### config.mk
export PLATFORM = sky130hd
export DESIGN_NAME = at2_timer
export DESIGN_NICKNAME = d
export VERILOG_FILES = /design/src/at2_timer.v
export VERILOG_INCLUDE_DIRS = /design/src /design/src/src
export SDC_FILE = /design/constraint.sdc
export NUM_CORES = 1
export LEC_CHECK = 0
export BUFFER_PORTS_ARGS = -buffer_cell sky130_fd_sc_hd__buf_2
export CAP_MARGIN = 5
export CORE_ASPECT_RATIO = 0.7
export CORE_MARGIN = 2
export CORE_UTILIZATION = 25
export DETAILED_ROUTE_END_ITERATION = 16
export PLACE_DENSITY = 0.39
export SLEW_MARGIN = 20
export SYNTH_ARGS = -nofsm -noshare
export SYNTH_HDL_FRONTEND = slang
export SYNTH_SLANG_ARGS = --single-unit
### constraint.sdc
create_clock -name core_clk -period 2.9 [get_ports core_clk]
set_input_delay 0.29 -clock core_clk [delete_from_list [all_inputs] [get_ports core_clk]]
set_output_delay 0.29 -clock core_clk [all_outputs]
set_load 0.01 [all_outputs]
### src/at2_defines.vh
`ifndef AT2_DEFINES_VH
`define AT2_DEFINES_VH

// register byte addresses
`define AT2_ADDR_ASYNC_CLOCK_STATUS 8'h00
`define AT2_ADDR_COUNT_VALUE 8'h04
`define AT2_ADDR_COMPARE_VALUE 8'h08
`define AT2_ADDR_TIMER_CONTROL 8'h0C
`define AT2_ADDR_TIMER2_IRQ_MASK 8'h10
`define AT2_ADDR_TIMER2_IRQ_FLAGS 8'h14
`define AT2_ADDR_GENERAL_TIMER_CONTROL 8'h18

// async_clock_status fields
`define AT2_BIT_EXT_CLOCK_ENABLE 4
`define AT2_BIT_ASYNC_SELECT 3
`define AT2_BIT_COUNTER_UPDATE_BUSY 2
`define AT2_BIT_COMPARE_UPDATE_BUSY 1
`define AT2_BIT_CONTROL_UPDATE_BUSY 0

// timer_control fields
`define AT2_BIT_FORCE_COMPARE 7
`define AT2_BIT_WAVE_MODE0 6
`define AT2_BIT_WAVE_MODE1 3
`define AT2_CLK_SEL_MSB 2

// mask and flag fields
`define AT2_BIT_COMPARE 1
`define AT2_BIT_OVERFLOW 0

// general_timer_control fields
`define AT2_BIT_TIMER_SYNC_MODE 7
`define AT2_BIT_PRESCALER_RESET 1

// reset values, counter limits and prescaler width
`define AT2_RESET_BYTE 8'h00
`define AT2_COUNT_MAX 8'hFF
`define AT2_COUNT_BOTTOM 8'h00
`define AT2_PRESCALE_WIDTH 10

`endif

### src/at2_timer.v
// The implementer's own choices: the placing of the registers and register access over APB.
`timescale 1ns/1ps
`include "at2_defines.vh"

module at2_timer
(
  // clock and reset
  input wire core_clk,
  input wire rst,
  // apb slave
  input wire psel,
  input wire penable,
  input wire pwrite,
  input wire [7:0] paddr,
  input wire [31:0] pwdata,
  output wire pready,
  output reg [31:0] prdata,
  output wire pslverr,
  // timer oscillator pin and oscillator control
  input wire osc_input_pin,
  output reg osc_enable,
  output reg ext_clk_buf_enable,
  // cpu side interrupt interface
  input wire global_irq_enable,
  input wire compare_vector_ack,
  input wire overflow_vector_ack,
  output wire compare_irq_req,
  output wire overflow_irq_req
);

  reg ext_clock_enable_q;
  reg async_select_q;
  reg counter_update_busy_q;
  reg compare_update_busy_q;
  reg control_update_busy_q;
  reg [7:0] count_value_q;
  reg [7:0] count_temp_q;
  reg [7:0] compare_value_q;
  reg [7:0] compare_temp_q;
  reg [6:0] timer_control_q;
  reg [6:0] control_temp_q;
  reg [1:0] irq_mask_q;
  reg compare_flag_q;
  reg overflow_flag_q;
  reg timer_sync_mode_q;
  reg prescaler_reset_q;
  reg [`AT2_PRESCALE_WIDTH-1:0] prescale_q;
  reg count_down_q;
  reg match_block_q;
  reg osc_meta_q;
  reg osc_sync_q;
  reg osc_prev_q;

  wire apb_wr;
  wire apb_rd_ok;
  wire addr_ok;
  wire wr_status;
  wire wr_count;
  wire wr_compare;
  wire wr_control;
  wire wr_mask;
  wire wr_flags;
  wire wr_general;
  wire osc_tick;
  wire src_tick;
  wire [1:0] wave_mode;
  wire [2:0] clk_sel;
  wire [7:0] count_top;
  wire count_match;
  wire pwm_phase;
  reg count_tick;
  reg [7:0] count_d;
  reg count_down_d;
  reg overflow_event;

  assign addr_ok = (paddr == `AT2_ADDR_ASYNC_CLOCK_STATUS) ||
                   (paddr == `AT2_ADDR_COUNT_VALUE) ||
                   (paddr == `AT2_ADDR_COMPARE_VALUE) ||
                   (paddr == `AT2_ADDR_TIMER_CONTROL) ||
                   (paddr == `AT2_ADDR_TIMER2_IRQ_MASK) ||
                   (paddr == `AT2_ADDR_TIMER2_IRQ_FLAGS) ||
                   (paddr == `AT2_ADDR_GENERAL_TIMER_CONTROL);
  // zero wait states; unmapped addresses answer with an error
  assign pready = 1'b1;
  assign pslverr = psel & penable & ~addr_ok;
  assign apb_wr = psel & penable & pwrite & addr_ok;
  assign apb_rd_ok = psel & ~penable & ~pwrite & addr_ok;
  assign wr_status = apb_wr & (paddr == `AT2_ADDR_ASYNC_CLOCK_STATUS);
  assign wr_count = apb_wr & (paddr == `AT2_ADDR_COUNT_VALUE);
  assign wr_compare = apb_wr & (paddr == `AT2_ADDR_COMPARE_VALUE);
  assign wr_control = apb_wr & (paddr == `AT2_ADDR_TIMER_CONTROL);
  assign wr_mask = apb_wr & (paddr == `AT2_ADDR_TIMER2_IRQ_MASK);
  assign wr_flags = apb_wr & (paddr == `AT2_ADDR_TIMER2_IRQ_FLAGS);
  assign wr_general = apb_wr &
                      (paddr == `AT2_ADDR_GENERAL_TIMER_CONTROL);

  // osc pin is slow against core_clk; edge taken after two flops
  always @(posedge core_clk or posedge rst)
  begin
    if (rst)
    begin
      osc_meta_q <= 1'b0;
      osc_sync_q <= 1'b0;
      osc_prev_q <= 1'b0;
    end
    else
    begin
      osc_meta_q <= osc_input_pin;
      osc_sync_q <= osc_meta_q;
      osc_prev_q <= osc_sync_q;
    end
  end
  assign osc_tick = osc_sync_q & ~osc_prev_q;

  assign src_tick = async_select_q ? osc_tick : 1'b1;

  always @(posedge core_clk or posedge rst)
  begin
    if (rst)
    begin
      osc_enable <= 1'b1;
      ext_clk_buf_enable <= 1'b0;
    end
    else
    begin
      osc_enable <= ~ext_clock_enable_q;
      ext_clk_buf_enable <= ext_clock_enable_q & async_select_q;
    end
  end

  // prescaler; the counter tick is a one-cycle enable
  assign clk_sel = timer_control_q[`AT2_CLK_SEL_MSB:0];
  always @*
  begin
    case (clk_sel)
      3'h1: count_tick = src_tick;
      3'h2: count_tick = src_tick & (&prescale_q[2:0]);
      3'h3: count_tick = src_tick & (&prescale_q[4:0]);
      3'h4: count_tick = src_tick & (&prescale_q[5:0]);
      3'h5: count_tick = src_tick & (&prescale_q[6:0]);
      3'h6: count_tick = src_tick & (&prescale_q[7:0]);
      3'h7: count_tick = src_tick & (&prescale_q[9:0]);
      default: count_tick = 1'b0;
    endcase
  end

  always @(posedge core_clk or posedge rst)
  begin
    if (rst)
      prescale_q <= {`AT2_PRESCALE_WIDTH{1'b0}};
    // reset held while the bit stands
    else if (prescaler_reset_q)
      prescale_q <= {`AT2_PRESCALE_WIDTH{1'b0}};
    else if (src_tick)
      prescale_q <= prescale_q + 1'b1;
  end

  always @(posedge core_clk or posedge rst)
  begin
    if (rst)
    begin
      prescaler_reset_q <= 1'b0;
      timer_sync_mode_q <= 1'b0;
    end
    else if (wr_general)
    begin
      prescaler_reset_q <= pwdata[`AT2_BIT_PRESCALER_RESET] |
                           prescaler_reset_q;
      timer_sync_mode_q <= pwdata[`AT2_BIT_TIMER_SYNC_MODE];
    end
    else if (prescaler_reset_q & ~timer_sync_mode_q & src_tick)
      prescaler_reset_q <= 1'b0;
  end

  // counting sequence
  assign wave_mode = {timer_control_q[`AT2_BIT_WAVE_MODE1],
                      timer_control_q[`AT2_BIT_WAVE_MODE0]};
  assign pwm_phase = (wave_mode == 2'b01);
  assign count_top = (wave_mode == 2'b10) ? compare_value_q :
                     `AT2_COUNT_MAX;
  // match blocked after a counter load
  assign count_match = (count_value_q == compare_value_q) &
                       ~match_block_q;

  always @*
  begin
    count_d = count_value_q + 8'h01;
    count_down_d = count_down_q;
    overflow_event = 1'b0;
    if (pwm_phase)
    begin
      if (!count_down_q)
      begin
        if (count_value_q == `AT2_COUNT_MAX)
        begin
          count_down_d = 1'b1;
          count_d = count_value_q - 8'h01;
        end
      end
      else if (count_value_q == `AT2_COUNT_BOTTOM)
      begin
        count_down_d = 1'b0;
        overflow_event = 1'b1;
      end
      else
        count_d = count_value_q - 8'h01;
    end
    else
    begin
      if (count_value_q == `AT2_COUNT_MAX)
        overflow_event = 1'b1;
      if (count_value_q == count_top)
        count_d = `AT2_COUNT_BOTTOM;
    end
  end

  // counter and temporary transfers
  always @(posedge core_clk or posedge rst)
  begin
    if (rst)
    begin
      count_value_q <= `AT2_RESET_BYTE;
      count_down_q <= 1'b0;
      match_block_q <= 1'b0;
      compare_value_q <= `AT2_RESET_BYTE;
      timer_control_q <= 7'h00;
      counter_update_busy_q <= 1'b0;
      compare_update_busy_q <= 1'b0;
      control_update_busy_q <= 1'b0;
    end
    else
    begin
      if (count_tick)
      begin
        count_value_q <= count_d;
        count_down_q <= count_down_d;
        match_block_q <= 1'b0;
      end
      // counter load on the timer edge in async mode
      if (wr_count & ~async_select_q)
      begin
        count_value_q <= pwdata[7:0];
        match_block_q <= 1'b1;
      end
      else if (counter_update_busy_q & src_tick)
      begin
        count_value_q <= count_temp_q;
        match_block_q <= 1'b1;
        counter_update_busy_q <= 1'b0;
      end
      if (wr_count & async_select_q)
        counter_update_busy_q <= 1'b1;
      if (wr_compare & ~async_select_q)
        compare_value_q <= pwdata[7:0];
      else if (compare_update_busy_q & src_tick)
      begin
        compare_value_q <= compare_temp_q;
        compare_update_busy_q <= 1'b0;
      end
      if (wr_compare & async_select_q)
        compare_update_busy_q <= 1'b1;
      if (wr_control & ~async_select_q)
        timer_control_q <= pwdata[6:0];
      else if (control_update_busy_q & src_tick)
      begin
        timer_control_q <= control_temp_q;
        control_update_busy_q <= 1'b0;
      end
      if (wr_control & async_select_q)
        control_update_busy_q <= 1'b1;
    end
  end

  // temporary holding registers; a busy write overwrites them
  always @(posedge core_clk or posedge rst)
  begin
    if (rst)
    begin
      count_temp_q <= `AT2_RESET_BYTE;
      compare_temp_q <= `AT2_RESET_BYTE;
      control_temp_q <= 7'h00;
    end
    else
    begin
      if (wr_count)
        count_temp_q <= pwdata[7:0];
      if (wr_compare)
        compare_temp_q <= pwdata[7:0];
      if (wr_control)
        control_temp_q <= pwdata[6:0];
    end
  end

  // switching source preserves nothing extra; software rewrites
  always @(posedge core_clk or posedge rst)
  begin
    if (rst)
    begin
      ext_clock_enable_q <= 1'b0;
      async_select_q <= 1'b0;
      irq_mask_q <= 2'b00;
    end
    else
    begin
      if (wr_status)
      begin
        ext_clock_enable_q <= pwdata[`AT2_BIT_EXT_CLOCK_ENABLE];
        async_select_q <= pwdata[`AT2_BIT_ASYNC_SELECT];
      end
      if (wr_mask)
        irq_mask_q <= pwdata[1:0];
    end
  end

  // interrupt flags; a set in the same cycle beats a clear
  always @(posedge core_clk or posedge rst)
  begin
    if (rst)
    begin
      compare_flag_q <= 1'b0;
      overflow_flag_q <= 1'b0;
    end
    else
    begin
      if (count_tick & count_match)
        compare_flag_q <= 1'b1;
      else if (compare_vector_ack |
               (wr_flags & pwdata[`AT2_BIT_COMPARE]))
        compare_flag_q <= 1'b0;
      if (count_tick & overflow_event)
        overflow_flag_q <= 1'b1;
      else if (overflow_vector_ack |
               (wr_flags & pwdata[`AT2_BIT_OVERFLOW]))
        overflow_flag_q <= 1'b0;
    end
  end

  assign compare_irq_req = irq_mask_q[`AT2_BIT_COMPARE] &
                           global_irq_enable & compare_flag_q;
  assign overflow_irq_req = irq_mask_q[`AT2_BIT_OVERFLOW] &
                            global_irq_enable & overflow_flag_q;

  // read data registered in setup, valid in the access phase
  always @(posedge core_clk or posedge rst)
  begin
    if (rst)
      prdata <= 32'h0000_0000;
    else if (apb_rd_ok)
    begin
      case (paddr)
        `AT2_ADDR_ASYNC_CLOCK_STATUS:
          prdata <= {27'h0, ext_clock_enable_q, async_select_q,
                     counter_update_busy_q, compare_update_busy_q,
                     control_update_busy_q};
        // live counter, temporary compare and control
        `AT2_ADDR_COUNT_VALUE:
          prdata <= {24'h0, count_value_q};
        `AT2_ADDR_COMPARE_VALUE:
          prdata <= {24'h0, compare_temp_q};
        `AT2_ADDR_TIMER_CONTROL:
          prdata <= {25'h0, control_temp_q};
        `AT2_ADDR_TIMER2_IRQ_MASK:
          prdata <= {30'h0, irq_mask_q};
        `AT2_ADDR_TIMER2_IRQ_FLAGS:
          prdata <= {30'h0, compare_flag_q, overflow_flag_q};
        `AT2_ADDR_GENERAL_TIMER_CONTROL:
          prdata <= {24'h0, timer_sync_mode_q, 5'h00,
                     prescaler_reset_q, 1'b0};
        default:
          prdata <= 32'h0000_0000;
      endcase
    end
  end

endmodule

-- Word level (Yosys, flattened, before mapping)
Index checks and enable logic that the tools add are counted.
- flip-flop bits (word level): 106
- input bits: 49
- output and inout bits: 38
- add/subtract/negate cells: 3
- equal/unequal tests: 21
- muxes and demuxes: 42
- bitwise operators: 53
- reductions and logical operators: 28
- operators by type and width (kind ; number):
    2-to-1 mux 8 bit ; 11
    case mux 8 bit (7 select lines) ; 1
    bitwise AND 1 bit ; 42
    2-to-1 mux 1 bit ; 25
    equality test 8 x 5 -> 1 bit, second input constant ; 3
    2-to-1 mux 10 bit ; 2
    nonzero test 2 bit ; 9
    equality test 8 x 4 -> 1 bit, second input constant ; 2
    equality test 8 bit ; 2
    zero test 8 bit ; 2
    2-to-1 mux 7 bit ; 2
    equality test 3 bit, second input constant ; 4
    adder 10 x 1 -> 10 bit, second input constant ; 1
    AND reduction 10 bit ; 1
    adder 8 x 1 -> 8 bit, second input constant ; 1
    equality test 8 x 3 -> 1 bit, second input constant ; 1
    equality test 8 bit, second input constant ; 1
    NOT 1 bit ; 8
    AND reduction 2 bit ; 4
    AND reduction 8 bit ; 1
    subtractor 8 x 1 -> 8 bit, second input constant ; 1
    case mux 1 bit (7 select lines) ; 1
    AND reduction 7 bit ; 1
    equality test 3 x 2 -> 1 bit, second input constant ; 2
    10 further kinds ; 19

-- Depth between registers and ports, before layout
- depth after elaboration: 13
- gate-level depth with buffers: 10
- depth with buffers taken out: 10

-- Worst setup path after synthesis
OpenSTA, ideal clock, no wires.
- path kind: flip-flop to flip-flop
- start: reg prescale_q[0]
- end: reg count_value_q[2]
- library setup time: 0.131 ns
- arrival time: 2.034 ns
- required time: 2.769 ns
- setup slack: 0.735 ns
- cell stages (with the launch flop): 11
- buffers on the path: 0
- clock period less this slack: 2.165 ns
- cell sequence: dfrtp_1 -> ha_1 -> and3_1 -> ha_1 -> nor2b_1 -> o211ai_1 -> a41o_1 -> o211ai_1 -> nand3_1 -> o22ai_1 -> a31oi_1
- longest elaborated chain between the ends: 4
- elaborated cells between the ends (all ways): 14
- RTL lines (element ; line ; source):
    start: declaration ; at2_timer.v:47 ; reg [`AT2_PRESCALE_WIDTH-1:0] prescale_q;
    start signal: assignment ; at2_timer.v:150 ; prescale_q <= {`AT2_PRESCALE_WIDTH{1'b0}};
    start signal: assignment ; at2_timer.v:153 ; prescale_q <= {`AT2_PRESCALE_WIDTH{1'b0}};
    start signal: assignment ; at2_timer.v:155 ; prescale_q <= prescale_q + 1'b1;
    AND reduction 10 bit (tied with other cells) ; at2_timer.v:142 ; 3'h7: count_tick = src_tick & (&prescale_q[9:0]);
    bitwise AND 1 bit (tied with other cells) ; at2_timer.v:142 ;
    case mux 1 bit (7 select lines) * ; at2_timer.v:135 ; case (clk_sel)
    nonzero test 3 bit (no source line) * ; - ;
    end signal: assignment ; at2_timer.v:222 ; count_value_q <= `AT2_RESET_BYTE;
    end signal: assignment ; at2_timer.v:235 ; count_value_q <= count_d;
    end signal: assignment ; at2_timer.v:242 ; count_value_q <= pwdata[7:0];
    end: declaration ; at2_timer.v:36 ; reg [7:0] count_value_q;
Every way passes the cells marked *; elsewhere a longest branch is shown, timed or not.
A chain may end at the register's enable or synchronous reset.

-- Worst setup path in the final report
Ends and elaborated chain as after synthesis.

==> metrics.txt <==
status=completed; VDD IR-drop max=0.224 mV; Post-CTS Hold Buffers=0; Setup TNS=0 ns; CTS Buffer Depth=2; Synth Flop Type=dfrtp_1; fin nets=566; H-tree lvl count=3; total I/O pin count=87; clk sink count=80; CP endpoint kind=flip-flop; leakage power=2.42 nW; TritonCTS buffer count=9; pin count of the biggest net entering global routing=81; n_diodes=0; Root Driver=clkbuf_16; first-pass GRT wire length=21600 um; clock latency at the later pin of the worst-skew pair=0.35 ns; Post-route DRC=0; fmax=403 MHz; initial core utilization=25.6%; antenna violations before repair=1; post-synth top area share=42.6%; Tmin final=2.48 ns; endpoints failing setup=0; Die Wd=167 um; Port-buffer cells=37; Post-CTS Setup Bufs=0; CP max FO=7; Mapped Cells=469; Vias=3672; Setup crit start kind=flip-flop; Critical Path RT=3.11 ns; Mean Syn Cell Area=9.89 um^2; Resized Gates After CTS=0; Worst-Margin Slew=0.651 ns; sequential fraction of the synthesis area=43.2%; Via density=4.88; Yosys cell types=59; CTS tree=built; most area-consuming cells after synthesis=dfrtp_1 43%, mux2_2 7.3%, nand2_1 4.3%; RSZ-0062 raised after global routing=false; Yosys top cell by area=dfrtp_1; Routed Antenna Nets=0; Placer Congestion=0.816; total grt overflow=0; register bit total from synthesis=80; Worst Path Class, Setup=flip-flop to flip-flop; die area=19700 um^2; total track usage=14.5%; core region area=18100 um^2; synthesized cell area=4640 um^2; Yosys warning count=0; Slew Viols, Final=0; worst rel slew slack=56.4%; Layout area overhead=14.7%; Max Cap Viol=0; DP HPWL=10400 um; Power Density=478 nW/um^2; Post-synth EDFFs=0; first drt pass iteration count=5; Hold WC Path Type=input pin to async pin; Final Util=29.4%; ys async rst share=100%; CP arrival=2.70 ns; Initial DRC Count=247; Die Y=118 um; Tcrit/Tclk final=85.6%; Final Skew=0.0107 ns; Rows=41; vias in the first global route=3387; Final Hold Viols=0; mean routed wirelength per cell=18.6 um; wirelength, routed=14000 um; share of cells above drive strength 1=22.9%; CTS clk-pin slew, worst paths=0.07 ns
==> power breakdown <==
part / switching [mW] / internal (mW) / total [mW]
logic: 0.129 / 0.0788 / 0.207
registers: 0.0568 / 1.16 / 1.22
clock network: 0.515 / 0.597 / 1.11
==> stage by stage <==
stage / setup slack (ns) / power, mW / area (um^2) / std cells / hold WS [ns]
finish: 0.417 / 2.54 / 5320 / 752 / 0.0178
global route: 0.247 / 2.67 / 5320 / 752 / 0.0467
CTS: 0.439 / 2.59 / 5320 / 752 / 0.0503
detailed placement: 0.464 / 1.45 / 5030 / 736 / 0.348
global placement: 0.483 / 1.45 / 5030 / 736 / 0.347
floorplan: 0.560 / 1.39 / 4720 / 492 / 0.321
==> state kept, by name (all words and copies together), names as in the netlist, 2 cells and up <==
name             flops
prdata               8
irq_mask_q           2
count_value_q        8
control_temp_q       7
compare_temp_q       8
compare_value_q      8
prescale_q          10
timer_control_q      5
count_temp_q         8
==> final cells by class <==
class,instances,area [um^2]
timing repair buffer,50,295
sequential,80,2000
tap,236,295
multi-input combinational,361,2400
clock buffer,9,225
clock inverter,7,58.8
inverter,9,35.0
fill,1885,12800
==> layout by cell type (no fill, tap or decap), drive strengths merged, types with 2 or more instances in the layout <==
master   synthesis  layout
o2111ai          2       2
buf             38      50
mux2            30      30
o211ai           3       3
mux2i           19      19
or3              5       5
a22oi            4       4
and2             3       3
nor3            12      12
and3             6       6
nor2            37      37
ha               6       6
nor2b            6       6
nand2b           8       8
mux4             5       5
a21oi           33      33
clkbuf           4       9
nor3b            2       2
o22ai            7       7
a22o             2       2
inv              9      13
xor2             4       4
o31ai            5       5
and4             4       4
nand2           53      53
nand3b           4       4
a21o             2       2
xnor2           12      12
dfrtp           79      79
clkinv           0       2
nor4             3       3
o21ai           22      22
a31oi            8       8
nand4            5       5
or2              3       3
conb             2      25
nand3           12      12
==> final timing paths <==
check,start,end,slack [ns],cells after the start
worst max-delay path,prescale_q[0],count_value_q[2],0.42,10
worst min-delay path,rst,ext_clk_buf_enable,0.02,3
worst max register to register,prescale_q[0],count_value_q[2],0.42,10
worst min register to register,osc_meta_q,osc_sync_q,0.37,0
max in group asynchronous,rst,compare_flag_q,2.49,3
min in group core_clk,osc_input_pin,osc_meta_q,0.06,1
==> critical path, cell delays in order, from the launching register on <==
cell	delay (ns)
dfrtp_1	0.41
ha_1	0.24
and3_1	0.19
ha_1	0.18
nor2b_1	0.13
o211ai_1	0.10
a41o_1	0.21
o211ai_1	0.22
nand3_1	0.37
o22ai_1	0.22
a31oi_1	0.07
==> kinds of logic after synthesis <==
kind of cell	Yosys count	share of synthesized area, %
XOR/XNOR	16	3.02
AO/OA/AOI/OAI	95	12.8
AND/OR/NAND/NOR	165	18.5
other	2	0.162
buffers and inverters	51	6.80
adder cells (fa/ha/maj)	6	1.62
multiplexers	54	13.9
flip-flops	80	43.2
==> Yosys cell counts, types with 3 or more instances <==
| master | n |
|---|---|
| a21oi_1 | 33 |
| a22oi_1 | 4 |
| a31oi_1 | 8 |
| and2_1 | 3 |
| and3_1 | 5 |
| and4_1 | 4 |
| buf_2 | 9 |
| buf_4 | 26 |
| clkbuf_1 | 4 |
| dfrtp_1 | 79 |
| ha_1 | 6 |
| inv_1 | 8 |
| mux2_2 | 30 |
| mux2i_1 | 19 |
| mux4_2 | 4 |
| nand2_1 | 53 |
| nand2b_1 | 8 |
| nand3_1 | 12 |
| nand3b_1 | 4 |
| nand4_1 | 5 |
| nor2_1 | 37 |
| nor2b_1 | 6 |
| nor3_1 | 9 |
| nor3_2 | 3 |
| o21ai_0 | 20 |
| o22ai_1 | 7 |
| o31ai_1 | 5 |
| or3_1 | 4 |
| xnor2_1 | 12 |
| xor2_1 | 4 |
==> metal layers <==
layer  global-route usage, %  wire (um)  up-vias
met1                    24.3       7820     1861
met5                       0          0        -
li1                        -          -     1714
met3                    2.72        614        8
met2                    18.4       5470       89
met4                    3.13        102        0
(Power assumes the default switching activity.)
